<file path="src/core/susc_pkg.sv">
package susc_pkg;
   // ------------------------------------------------------------------
   // Register map (byte addresses on the AXI4-Lite bus)
   // ------------------------------------------------------------------
   localparam logic [3:0] ADDR_STATUS = 4'h0;
   localparam logic [3:0] ADDR_CONTROL = 4'h4;
   localparam logic [3:0] ADDR_CORE = 4'h8;
   localparam int ADDR_W = 4;

   // ------------------------------------------------------------------
   // Status register fields
   // ------------------------------------------------------------------
   localparam int ST_START = 7;
   localparam int ST_OVF = 6;
   localparam int ST_STOP = 5;
   localparam int ST_COLL = 4;
   localparam int CNT_W = 4;
   localparam logic [3:0] CNT_MAX = 4'hF;
   localparam logic [3:0] CNT_ONE = 4'h1;

   // ------------------------------------------------------------------
   // Control register fields
   // ------------------------------------------------------------------
   localparam int CT_SIE = 7;
   localparam int CT_OIE = 6;
   localparam int CT_WM_HI = 5;
   localparam int CT_WM_LO = 4;
   localparam int CT_CS_HI = 3;
   localparam int CT_CS_LO = 2;
   localparam int CT_CLK = 1;
   localparam int CT_TC = 0;

   // Core-side register at ADDR_CORE: bit 0 global interrupt enable.
   localparam int CR_GIE = 0;

   localparam logic [7:0] REG_RESET = 8'h00;
   localparam logic [1:0] RESP_OKAY = 2'h0;
   localparam logic [1:0] RESP_SLVERR = 2'h2;

   // ------------------------------------------------------------------
   // Modes
   // ------------------------------------------------------------------
   typedef enum logic [1:0] {
      SUSC_WM_OFF = 2'h0,
      SUSC_WM_THREE = 2'h1,
      SUSC_WM_TWO = 2'h2,
      SUSC_WM_RSVD = 2'h3
   } susc_wm_e;

   localparam logic [1:0] CS_SOFT = 2'h0;
   localparam logic [1:0] CS_TIMER = 2'h1;
endpackage

</file>
<file path="src/core/susc_top.sv">
`timescale 1ns/1ps
module susc_top
   import susc_pkg::*;
(
   input wire logic CORE_CLK, // System clock, 20 MHz.
   input wire logic RST, // Asynchronous reset, active high.
   input wire logic [susc_pkg::ADDR_W-1:0] S_AXI_AWADDR, // Write address.
   input wire logic S_AXI_AWVALID, // Write address valid.
   output logic S_AXI_AWREADY, // Write address ready.
   input wire logic [31:0] S_AXI_WDATA, // Write data.
   input wire logic [3:0] S_AXI_WSTRB, // Write byte strobes.
   input wire logic S_AXI_WVALID, // Write data valid.
   output logic S_AXI_WREADY, // Write data ready.
   output logic [1:0] S_AXI_BRESP, // Write response.
   output logic S_AXI_BVALID, // Write response valid.
   input wire logic S_AXI_BREADY, // Write response ready.
   input wire logic [susc_pkg::ADDR_W-1:0] S_AXI_ARADDR, // Read address.
   input wire logic S_AXI_ARVALID, // Read address valid.
   output logic S_AXI_ARREADY, // Read address ready.
   output logic [31:0] S_AXI_RDATA, // Read data.
   output logic [1:0] S_AXI_RRESP, // Read response.
   output logic S_AXI_RVALID, // Read data valid.
   input wire logic S_AXI_RREADY, // Read data ready.
   input wire logic SERIAL_CLOCK_PIN, // Sampled clock line level.
   input wire logic DATA_IN_PIN, // Sampled data line level.
   input wire logic SHIFT_MSB, // Bit 7 of the shift register.
   input wire logic TIMER_MATCH, // Timer 0 compare match pulse.
   input wire logic CLK_OUT_ENABLE, // Port direction bit of the clock pin.
   output logic HELD_CLOCK_LINE_OE, // High while the clock line is forced low.
   output logic HELD_CLOCK_LINE_O, // Level driven while enabled, always low.
   output logic COUNTER_CLOCK, // One-cycle counter clock, also shifts the data path.
   output logic START_IRQ, // Start condition interrupt request.
   output logic OVERFLOW_IRQ, // Counter overflow interrupt request.
   output logic WAKE_ANY_SLEEP, // Wake request valid in every sleep mode.
   output logic WAKE_IDLE_SLEEP // Wake request valid in idle sleep only.
);
   import susc_pkg::*;

   // ------------------------------------------------------------------
   // Register state
   // ------------------------------------------------------------------
   logic start_condition_flag_r;
   logic counter_overflow_flag_r;
   logic stop_condition_flag_r;
   logic [CNT_W-1:0] transfer_counter_value_r;
   logic [CNT_W-1:0] count_nxt;
   logic start_interrupt_enable_r;
   logic overflow_interrupt_enable_r;
   logic [1:0] wire_mode_select_r;
   logic [1:0] clock_source_select_r;
   logic clock_strobe_select_r;
   logic global_int_enable_r;
   logic start_hold_r;
   logic ovf_hold_r;
   logic scl_d_r;
   logic sda_d_r;

   // ------------------------------------------------------------------
   // AXI4-Lite write path
   // ------------------------------------------------------------------
   logic aw_held_r;
   logic w_held_r;
   logic [ADDR_W-1:0] aw_addr_r;
   logic [7:0] w_byte_r;
   logic w_lane_r;
   logic wr_fire;

   always_ff @(posedge CORE_CLK or posedge RST) begin
      if (RST) begin
         aw_held_r <= 1'b0;
         aw_addr_r <= '0;
      end else if (wr_fire) begin
         aw_held_r <= 1'b0;
      end else if (S_AXI_AWVALID && S_AXI_AWREADY) begin
         aw_held_r <= 1'b1;
         aw_addr_r <= S_AXI_AWADDR;
      end
   end

   always_ff @(posedge CORE_CLK or posedge RST) begin
      if (RST) begin
         w_held_r <= 1'b0;
         w_byte_r <= REG_RESET;
         w_lane_r <= 1'b0;
      end else if (wr_fire) begin
         w_held_r <= 1'b0;
      end else if (S_AXI_WVALID && S_AXI_WREADY) begin
         w_held_r <= 1'b1;
         w_byte_r <= S_AXI_WDATA[7:0];
         w_lane_r <= S_AXI_WSTRB[0];
      end
   end

   // Both halves captured and no response outstanding: commit the write.
   assign wr_fire = aw_held_r && w_held_r && !S_AXI_BVALID;

   always_ff @(posedge CORE_CLK or posedge RST) begin
      if (RST) begin
         S_AXI_AWREADY <= 1'b0;
         S_AXI_WREADY <= 1'b0;
      end else begin
         S_AXI_AWREADY <= !aw_held_r && !(S_AXI_AWVALID && S_AXI_AWREADY) && !S_AXI_BVALID && !wr_fire;
         S_AXI_WREADY <= !w_held_r && !(S_AXI_WVALID && S_AXI_WREADY) && !S_AXI_BVALID && !wr_fire;
      end
   end

   always_ff @(posedge CORE_CLK or posedge RST) begin
      if (RST) begin
         S_AXI_BVALID <= 1'b0;
         S_AXI_BRESP <= RESP_OKAY;
      end else if (wr_fire) begin
         S_AXI_BVALID <= 1'b1;
         S_AXI_BRESP <= (aw_addr_r == ADDR_STATUS || aw_addr_r == ADDR_CONTROL || aw_addr_r == ADDR_CORE)
            ? RESP_OKAY : RESP_SLVERR;
      end else if (S_AXI_BREADY) begin
         S_AXI_BVALID <= 1'b0;
      end
   end

   // Byte lane 0 carries every register; other lanes are ignored.
   logic wr_status;
   logic wr_control;
   logic wr_core;
   assign wr_status = wr_fire && w_lane_r && aw_addr_r == ADDR_STATUS;
   assign wr_control = wr_fire && w_lane_r && aw_addr_r == ADDR_CONTROL;
   assign wr_core = wr_fire && w_lane_r && aw_addr_r == ADDR_CORE;

   // ------------------------------------------------------------------
   // Line sampling and condition detectors
   // ------------------------------------------------------------------
   // Inputs are sampled the same way in every wire mode.
   always_ff @(posedge CORE_CLK or posedge RST) begin
      if (RST) begin
         scl_d_r <= 1'b1;
         sda_d_r <= 1'b1;
      end else begin
         scl_d_r <= SERIAL_CLOCK_PIN;
         sda_d_r <= DATA_IN_PIN;
      end
   end

   logic two_wire;
   logic scl_edge;
   logic start_det;
   logic stop_det;
   assign two_wire = wire_mode_select_r == SUSC_WM_TWO;
   assign scl_edge = scl_d_r != SERIAL_CLOCK_PIN;
   // Data falls / rises while the clock stays high.
   assign start_det = two_wire && scl_d_r && SERIAL_CLOCK_PIN && sda_d_r && !DATA_IN_PIN;
   assign stop_det = two_wire && scl_d_r && SERIAL_CLOCK_PIN && !sda_d_r && DATA_IN_PIN;

   logic edge_start;
   assign edge_start = (wire_mode_select_r == SUSC_WM_OFF || wire_mode_select_r == SUSC_WM_THREE)
      && clock_source_select_r == CS_SOFT && !clock_strobe_select_r && scl_edge;

   // ------------------------------------------------------------------
   // Counter clock selection
   // ------------------------------------------------------------------
   logic ext_src;
   logic cnt_tick;
   logic strobe_clk;
   logic toggle_clk;
   assign ext_src = clock_source_select_r[1];
   assign strobe_clk = wr_control && w_byte_r[CT_CLK] && w_byte_r[CT_CS_HI:CT_CS_LO] == CS_SOFT;
   assign toggle_clk = wr_control && w_byte_r[CT_TC] && w_byte_r[CT_CS_HI] && w_byte_r[CT_CLK];

   // External edges count regardless of wire mode; both edges count.
   // Strobes are judged by the byte being written, so a write that also
   // changes the clock source still clocks the counter once.
   always_comb begin
      cnt_tick = strobe_clk || toggle_clk;
      if (ext_src) begin
         cnt_tick = cnt_tick || scl_edge;
      end else if (clock_source_select_r == CS_TIMER) begin
         cnt_tick = cnt_tick || TIMER_MATCH;
      end
   end

   assign count_nxt = transfer_counter_value_r + CNT_ONE;

   // A software write of the count wins over a simultaneous tick.
   always_ff @(posedge CORE_CLK or posedge RST) begin
      if (RST) begin
         transfer_counter_value_r <= '0;
      end else if (wr_status) begin
         transfer_counter_value_r <= w_byte_r[CNT_W-1:0];
      end else if (cnt_tick) begin
         transfer_counter_value_r <= count_nxt;
      end
   end

   logic ovf_event;
   assign ovf_event = cnt_tick && !wr_status && transfer_counter_value_r == CNT_MAX;

   // ------------------------------------------------------------------
   // Flags: hardware set wins over a same-cycle clear; a status write suppresses the overflow set
   // ------------------------------------------------------------------
   logic clr_start;
   logic clr_ovf;
   assign clr_start = wr_status && w_byte_r[ST_START];
   assign clr_ovf = wr_status && w_byte_r[ST_OVF];

   always_ff @(posedge CORE_CLK or posedge RST) begin
      if (RST) begin
         start_condition_flag_r <= 1'b0;
      end else if (start_det || edge_start) begin
         start_condition_flag_r <= 1'b1;
      end else if (clr_start) begin
         start_condition_flag_r <= 1'b0;
      end
   end

   always_ff @(posedge CORE_CLK or posedge RST) begin
      if (RST) begin
         counter_overflow_flag_r <= 1'b0;
      end else if (ovf_event) begin
         counter_overflow_flag_r <= 1'b1;
      end else if (clr_ovf) begin
         counter_overflow_flag_r <= 1'b0;
      end
   end

   always_ff @(posedge CORE_CLK or posedge RST) begin
      if (RST) begin
         stop_condition_flag_r <= 1'b0;
      end else if (stop_det) begin
         stop_condition_flag_r <= 1'b1;
      end else if (wr_status && w_byte_r[ST_STOP]) begin
         stop_condition_flag_r <= 1'b0;
      end
   end

   // ------------------------------------------------------------------
   // Clock-line hold
   // ------------------------------------------------------------------
   // The start hold is armed on the start and applies once the master
   // pulls the clock low, so the start itself is never stretched.
   always_ff @(posedge CORE_CLK or posedge RST) begin
      if (RST) begin
         start_hold_r <= 1'b0;
      end else if (!two_wire) begin
         start_hold_r <= 1'b0;
      end else if (start_det) begin
         start_hold_r <= 1'b1;
      end else if (clr_start) begin
         start_hold_r <= 1'b0;
      end
   end

   always_ff @(posedge CORE_CLK or posedge RST) begin
      if (RST) begin
         ovf_hold_r <= 1'b0;
      end else if (!two_wire) begin
         ovf_hold_r <= 1'b0;
      end else if (ovf_event) begin
         ovf_hold_r <= 1'b1;
      end else if (clr_ovf) begin
         ovf_hold_r <= 1'b0;
      end
   end

   always_ff @(posedge CORE_CLK or posedge RST) begin
      if (RST) begin
         HELD_CLOCK_LINE_OE <= 1'b0;
         HELD_CLOCK_LINE_O <= 1'b0;
      end else begin
         HELD_CLOCK_LINE_OE <= CLK_OUT_ENABLE && ((start_hold_r && !SERIAL_CLOCK_PIN) || ovf_hold_r)
            && !clr_start && !(clr_ovf && !start_hold_r);
         HELD_CLOCK_LINE_O <= 1'b0;
      end
   end

   // ------------------------------------------------------------------
   // Control and core registers
   // ------------------------------------------------------------------
   always_ff @(posedge CORE_CLK or posedge RST) begin
      if (RST) begin
         start_interrupt_enable_r <= 1'b0;
         overflow_interrupt_enable_r <= 1'b0;
         wire_mode_select_r <= SUSC_WM_OFF;
         clock_source_select_r <= CS_SOFT;
         clock_strobe_select_r <= 1'b0;
      end else if (wr_control) begin
         start_interrupt_enable_r <= w_byte_r[CT_SIE];
         overflow_interrupt_enable_r <= w_byte_r[CT_OIE];
         wire_mode_select_r <= w_byte_r[CT_WM_HI:CT_WM_LO];
         clock_source_select_r <= w_byte_r[CT_CS_HI:CT_CS_LO];
         clock_strobe_select_r <= w_byte_r[CT_CLK];
      end
   end

   always_ff @(posedge CORE_CLK or posedge RST) begin
      if (RST) begin
         global_int_enable_r <= 1'b0;
      end else if (wr_core) begin
         global_int_enable_r <= w_byte_r[CR_GIE];
      end
   end

   // ------------------------------------------------------------------
   // Interrupts, wake requests and counter clock
   // ------------------------------------------------------------------
   // Level outputs: a flag already pending raises its request as soon as
   // both enables are set.
   always_ff @(posedge CORE_CLK or posedge RST) begin
      if (RST) begin
         START_IRQ <= 1'b0;
         OVERFLOW_IRQ <= 1'b0;
         WAKE_ANY_SLEEP <= 1'b0;
         WAKE_IDLE_SLEEP <= 1'b0;
         COUNTER_CLOCK <= 1'b0;
      end else begin
         START_IRQ <= start_condition_flag_r && start_interrupt_enable_r && global_int_enable_r;
         OVERFLOW_IRQ <= counter_overflow_flag_r && overflow_interrupt_enable_r && global_int_enable_r;
         WAKE_ANY_SLEEP <= start_condition_flag_r && start_interrupt_enable_r && global_int_enable_r;
         WAKE_IDLE_SLEEP <= counter_overflow_flag_r && overflow_interrupt_enable_r && global_int_enable_r;
         COUNTER_CLOCK <= cnt_tick;
      end
   end

   // ------------------------------------------------------------------
   // AXI4-Lite read path
   // ------------------------------------------------------------------
   logic [7:0] status_view;
   assign status_view = {start_condition_flag_r, counter_overflow_flag_r, stop_condition_flag_r,
      SHIFT_MSB != DATA_IN_PIN, transfer_counter_value_r};

   always_ff @(posedge CORE_CLK or posedge RST) begin
      if (RST) begin
         S_AXI_ARREADY <= 1'b0;
         S_AXI_RVALID <= 1'b0;
         S_AXI_RDATA <= '0;
         S_AXI_RRESP <= RESP_OKAY;
      end else if (S_AXI_RVALID) begin
         S_AXI_ARREADY <= 1'b0;
         if (S_AXI_RREADY) begin
            S_AXI_RVALID <= 1'b0;
         end
      end else if (S_AXI_ARVALID && S_AXI_ARREADY) begin
         S_AXI_ARREADY <= 1'b0;
         S_AXI_RVALID <= 1'b1;
         S_AXI_RRESP <= RESP_OKAY;
         // Strobe bits always read back as zero.
         case (S_AXI_ARADDR)
            ADDR_STATUS: S_AXI_RDATA <= {24'h000000, status_view};
            ADDR_CONTROL: S_AXI_RDATA <= {24'h000000, start_interrupt_enable_r, overflow_interrupt_enable_r,
               wire_mode_select_r, clock_source_select_r, 2'h0};
            ADDR_CORE: S_AXI_RDATA <= {31'h00000000, global_int_enable_r};
            default: begin
               S_AXI_RDATA <= '0;
               S_AXI_RRESP <= RESP_SLVERR;
            end
         endcase
      end else begin
         S_AXI_ARREADY <= 1'b1;
      end
   end
endmodule // susc_top

</file>
<file path="config.mk">
export PLATFORM = sky130hd
export DESIGN_NAME = susc_top
export DESIGN_NICKNAME = d
export VERILOG_FILES = /design/src/core/susc_pkg.sv /design/src/core/susc_top.sv
export SDC_FILE = /design/constraint.sdc
export NUM_CORES = 1
export LEC_CHECK = 0
export ABC_AREA = 1
export BUFFER_PORTS_ARGS = -buffer_cell sky130_fd_sc_hd__buf_2
export CORE_MARGIN = 3
export CORE_UTILIZATION = 45
export CTS_BUF_LIST = sky130_fd_sc_hd__clkbuf_8
export CTS_CLUSTER_DIAMETER = 120
export DETAILED_ROUTE_END_ITERATION = 8
export PLACE_DENSITY_LB_ADDON = 0.25
export SLEW_MARGIN = 20
export SYNTH_ARGS = -nofsm -noshare
export SYNTH_HDL_FRONTEND = slang
export SYNTH_SLANG_ARGS = --single-unit
</file>
<file path="constraint.sdc">
create_clock -name CORE_CLK -period 1.42 [get_ports CORE_CLK]
set_input_delay 0.142 -clock CORE_CLK [delete_from_list [all_inputs] [get_ports CORE_CLK]]
set_output_delay 0.142 -clock CORE_CLK [all_outputs]
set_load 0.01 [all_outputs]
</file>
==> flow_metrics.tcl, run 1 <==
set metrics [dict create \
    status "complete, no violations" \
    cts_buffers 5 \
    grt-ovfl-total 0 \
    ys_seq_area_share_pct 52.11 \
    skew_ps 9.725 \
    hp-start "S_AXI_ARVALID" \
    gr-usage-all-layers_pct 15.85 \
    critical-path-max-stage-delay_ps 430 \
    grt_setup_unrepaired "yes" \
    cts_tree "yes" \
    rows 26 \
    vias_per_cell 4.667 \
    cts.sinks 53 \
    powerDensity_nw_per_um2 1683 \
    coreArea_um2 5303 \
    clk_latency_ps 300 \
    ff2ff_path_depth 8 \
    ir_drop_uv 1263 \
    hold_path_depth 2 \
    final_common_cell "nand2_1" \
    nets 404 \
    vias 1951 \
    setup-tns-final_ps 0 \
    synth_edf_count 0 \
    yosysTopAreaCellShare_pct 50.05 \
    dp_hpwl_mm 3.712 \
    syn_area_um2 2550 \
    dieArea_um2 6606 \
    synth_flop_cell "dfrtp_1" \
    ys_top_cells_by_area "dfrtp_1 50%, buf_4 8.5%, nand2_1 8.2%" \
    r2r_start "S_AXI_BVALID" \
    clock_path_buffers 2 \
    dp.cells 399 \
    hp-class "input pin to flip-flop" \
    drt-pass1-iter-count 5 \
    period_share_pct 94.47 \
    instances_no_fill 418 \
    crit_path_start "S_AXI_BVALID" \
    die_w_um 81.28 \
    drt_iter0_markers 63 \
    max_cap_violations 0 \
    layout_common_cells "53 x nand2_1, 50 x dfrtp_1, 49 x buf_2, 33 x inv_1, 27 x conb_1" \
    crit_path_start_kind "flip-flop" \
    finalWirelength_mm 4.982 \
    num_antenna_cells 0 \
    clk_pin_slew_ps 90 \
    leakage_nw 1.596 \
    path_class "flip-flop to flip-flop" \
    fp.dieH_um 81.28 \
    ant_nets 0 \
    rrSetupSlack_ps 80 \
    wl_per_cell_um 11.92 \
    drv_slew 0 \
    path_cells "inv_2 > nand3_4 > nor2_4 > nand2_4 > clkinv_4 > nand2_2 > a21oi_1 > nor2_1" \
    setup_viol 0 \
    utilization_pct 57.62 \
    drc 0 \
    hold_viol 0 \
    cts-root-buf "clkbuf_8" \
    portBuffers 49 \
    ys_seq_elements 53 \
    yosys_warnings 0 \
    htreeDepth 2 \
    clock.fmax_ghz 0.7455 \
    ys_async_sr_fraction_pct 100.0 \
    yosys.area.top_type "dfrtp_1" \
    yosysUniqueCellTypes 32 \
    fillers 488 \
    grt_first_pass_wirelength_mm 8.135 \
    drive_gt1_share_pct 28.45 \
    io_pins 104 \
    gp_congestion 0.7923 \
    start_util_pct 48.09 \
    holdWs_ps 18.49 \
    grt_max_degree 25 \
    syn_avg_cell_area_um2 9.107 \
    slowest_stage "dfrtp_2" \
    crit_path_end_kind "flip-flop" \
    grt_pass1_vias 1794 \
    worstReg2RegEnd "start_hold_r" \
    period_needed_ps 1341 \
    hold_end "S_AXI_ARREADY" \
    required_ps 1610 \
    worstPathArrival_ps 1540 \
    area_delta_synth_final_pct 19.82 \
    grt_antenna_before_repair 0 \
    path_max_fanout 8 \
    syn_inst 280 \
]
[repair_timing]
action | 4_1_cts | 5_1_grt
setup buffers | 2 | 4
hold endpoints to repair | 19 | 0
resized for setup | 1 | 13
pin swaps | 1 | 5
endpoints found under the setup margin | 1 | 14
hold buffers | 5 | 0
[report_power, final]
group / leakage [nW] / switching, W / internal (W)
registers: 0.656 / 0.000376 / 0.00203
logic: 0.878 / 0.000995 / 0.000703
clock network: 0.0626 / 0.000472 / 0.000568
[per-layer routing]
layer | GRT usage, % | vias up | share of wire (%)
met5 | 0 | - | 0
met4 | 5.574 | 0 | 0.80
met3 | 2.772 | 4 | 5.6
met2 | 25.41 | 58 | 46
met1 | 21.60 | 917 | 48
li1 | - | 972 | -
[layout make-up]
type                    instances  area [um2]  area share, %
flip-flops and latches         53        1330          43.53
multi-input cells             184       975.9          31.94
repair buffers                 66       397.9          13.02
inverters                      37       147.6          4.832
well taps                      70       87.58          2.867
clock buffers                   6       82.58          2.703
clock inverters                 2       33.78          1.106
[kinds of logic (layout without fill, tap and decap cells)]
logic type,count (synthesis),in the layout,share of synthesized area [%]
buffers and inverters,69,111,15.21
adders and majority gates,1,1,0.4906
xor gates and xnor gates,3,3,1.031
AOI/OAI and AO/OA,48,48,10.06
DFF,53,53,52.11
muxes,7,7,3.091
and+or+nand+nor,98,98,17.86
other,1,27,0.1471
[how the worst max path moves through the flow]
stage / cells after the start / end / slack (ps)
after global routing: 8 / start_condition_flag_r / -9
after CTS: 8 / start_condition_flag_r / 20
after detailed placement: 8 / start_condition_flag_r / 10
after floorplan: 6 / clock_strobe_select_r / 120
after global placement: 8 / start_condition_flag_r / 40
final: 8 / start_hold_r / 80
[stage by stage]
step | setup WS [ps] | area [um2] | power [W]
final | 78.55 | 3055 | 0.005141
after global routing | -8.796 | 3055 | 0.005538
after CTS | 19.09 | 2980 | 0.005062
after detailed placement | 12.84 | 2798 | 0.003961
after global placement | 39.33 | 2798 | 0.003892
after floorplan | 118.8 | 2651 | 0.003499
[state kept, by name, summed over array words and instances (netlist names), 2 cells and up]
register	count
S_AXI_RDATA	8
aw_addr_r	4
clock_source_select_r	2
transfer_counter_value_r	4
w_byte_r	8
wire_mode_select_r	2
[cell usage after synthesis, types with 2 or more instances]
master and instances:
a21oi_1 13, buf_4 29, buf_6 2, dfrtp_1 51, dfstp_2 2, inv_1 34, inv_2 2, mux2_1 4
mux2_2 3, nand2_1 56, nand2_2 3, nand3_1 10, nand3_2 2, nor2_1 15, nor2_4 2, nor3_1 6
o21ai_0 17, o21ai_1 10, o22ai_1 5, xnor2_1 2
[critical path: cells and delay by family (launching register included)]
family          cells  cell delay [ps]
compound gates      1              140
buf+inv             2              180
flops               1              430
simple gates        5              480
Note: power is estimated with default switching activity, not from simulation.
==> inputs of run 2 (changes only) <==
- CORE_UTILIZATION: 45 -> 50
- clock period: 1.42 -> 1.45 ns (I/O delays scaled with it)
==> run 2 against run 1 <==
Net effect: combinational power is 12% lower; sequential share of layout area up 2.1 points; sequential power about the same; first-iteration DRC count grew 56%; power fell by 8.6%; largest power group unchanged; critical endpoint is now transfer_counter_value_r[1]; hold slack got worse by 2.6 ps; die area decreased by 9.3%; core utilization rose by 2.8 points.
==> flow_metrics.tcl, run 2 (same netlist as run 1, synthesis figures left out) <==
set metrics [dict create \
    status "complete, no violations" \
    grt_setup_unrepaired "yes" \
    leakage_nw 1.543 \
    placed_area_um2 2783 \
    instances_no_fill 406 \
    skew_ps 11.33 \
    drt_iter0_markers 98 \
    ff2ff_path_depth 9 \
    grt_pass1_vias 1751 \
    setup-tns-final_ps 0 \
    wl_per_cell_um 11.66 \
    rrSetupSlack_ps 70 \
    path_max_fanout 6 \
    vias_per_cell 4.567 \
    p_clk_share_pct 17.9 \
    layout_common_cells "56 x nand2_1, 51 x dfrtp_1, 49 x buf_2, 34 x inv_1, 27 x conb_1" \
    start_util_pct 52.94 \
    switchingPower_w 0.001732 \
    total_power_w 0.004700 \
    dp.cells 395 \
    cts_tree "yes" \
    die_w_um 77.42 \
    num_antenna_cells 0 \
    drt-pass1-iter-count 4 \
    grt-ovfl-total 0 \
    finish.instance_area_um2 2912 \
    clock_path_buffers 2 \
    setup_viol 0 \
    fp.dieH_um 77.42 \
    vias 1854 \
    ir_drop_uv 908.5 \
    io_pins 104 \
    utilization_pct 60.44 \
    crit_path_start_kind "flip-flop" \
    grt_first_pass_wirelength_mm 8.079 \
    power_frac_comb_pct 31.7 \
    clk_pin_slew_ps 90 \
    cts.sinks 53 \
    drc 0 \
    p_int_w 0.002968 \
    period_needed_ps 1381 \
    cts_buffers 5 \
    finalWirelength_mm 4.732 \
    required_ps 1650 \
    crit_path_start "scl_d_r" \
    grt_max_degree 41 \
    top_regs "S_AXI_RDATA (8), w_byte_r (8)" \
    seq_power_share_pct 50.4 \
    critical-path-max-stage-delay_ps 560 \
    grt_antenna_before_repair 0 \
    dp_hpwl_mm 3.618 \
    ant_nets 0 \
    worstPathArrival_ps 1580 \
    r2r_start "scl_d_r" \
    final_common_cell "nand2_1" \
    worstReg2RegEnd "transfer_counter_value_r[1]" \
    path_common_cell "nand2_1" \
    htreeDepth 2 \
    hp-class "input pin to flip-flop" \
    fillers 445 \
    max_cap_violations 0 \
    portBuffers 49 \
    crit_path_end_kind "flip-flop" \
    powerDensity_nw_per_um2 1614 \
    period_share_pct 95.24 \
    gr-usage-all-layers_pct 17.00 \
    gp_congestion 0.8426 \
    path_cells "inv_1 > nand2_1 > nand2_1 > o21ai_0 > inv_1 > nand3_2 > inv_2 > nand2_1 > nand3_1" \
    slowest_stage "dfstp_2" \
    path_class "flip-flop to flip-flop" \
    drive_gt1_share_pct 24.78 \
    nets 395 \
    setup.worst_path.end "transfer_counter_value_r[1]" \
    hold_viol 0 \
    area_delta_synth_final_pct 14.18 \
    clk_latency_ps 300 \
    cts-root-buf "clkbuf_8" \
    p_sw_share_pct 36.86 \
    coreArea_um2 4817 \
    drv_slew 0 \
    dieArea_um2 5993 \
    rows 25 \
    clock.fmax_ghz 0.7241 \
]
run 2: cell count changes in the layout (fill, tap and decap cells not counted), moves of 2 or more:
cell,previous run,this run
nand2_1,53,56
dlygate4sd3_1,5,3
nand2_2,6,3
nand3_4,3,1
buf_4,11,4
run 2: metrics by stage:
step                      hold WS (ps)  setup WS, ps
final                            15.90         69.01
after global routing             10.39        -13.88
after CTS                        10.84         58.35
after detailed placement         116.9         69.01
after global placement           119.0         76.36
after floorplan                  149.5         22.08
run 2: how the worst min path moves through the flow:
stage               cells past startpoint         endpoint              from  slack (ps)
floorplan                               0          scl_d_r  SERIAL_CLOCK_PIN         150
global placement                        2  WAKE_IDLE_SLEEP               RST         120
detailed placement                      2   S_AXI_RDATA[1]               RST         120
CTS                                     2    S_AXI_ARREADY     S_AXI_ARVALID          10
global route                            2     S_AXI_BVALID      S_AXI_BREADY          10
finish                                  2     S_AXI_BVALID      S_AXI_BREADY          20
run 2: power groups by stage:
| stage | Sequential, W | Combinational (W) | Clock, W |
|---|---|---|---|
| 6_report | 0.00237 | 0.00149 | 0.000839 |
| 5_1_grt | 0.00242 | 0.00172 | 0.000936 |
| 4_1_cts | 0.00236 | 0.00152 | 0.000866 |
| 3_5_place_dp | 0.00239 | 0.00150 | 0 |
| 3_3_place_gp | 0.00236 | 0.00145 | 0 |
| 2_1_floorplan | 0.00236 | 0.00106 | 0 |
run 2: cell type report:
type / instances / area (um2) / share of cell area [%]
flip-flops and latches: 53 / 1329 / 45.64
multi-input cells: 184 / 935.9 / 32.14
repair buffers: 57 / 325.3 / 11.17
inverters: 37 / 143.9 / 4.942
well taps: 67 / 83.83 / 2.879
clock buffers: 6 / 82.58 / 2.836
clock inverters: 2 / 11.26 / 0.3868
run 2: worst max-delay path, delay by kind of cell, from the launching register on:
| kind | cells | cell delay [ps] |
|---|---|---|
| flops | 1 | 560 |
| buf+inv | 3 | 190 |
| simple gates | 5 | 360 |
| compound gates | 1 | 180 |
run 2: repair_timing:
item,4_1_cts,5_1_grt
buffers inserted,0,0
hold buffers,3,0
resized for setup,0,2
endpoints found under the hold margin,15,0
setup endpoints to repair,0,15
run 2: routing by layer:
metal,GRT usage (%),vias up,share of wire (%)
met4,4.804,0,1.2
met2,27.89,55,46
met3,4.756,6,5.7
li1,-,955,-
met1,22.10,838,47
met5,0,-,0
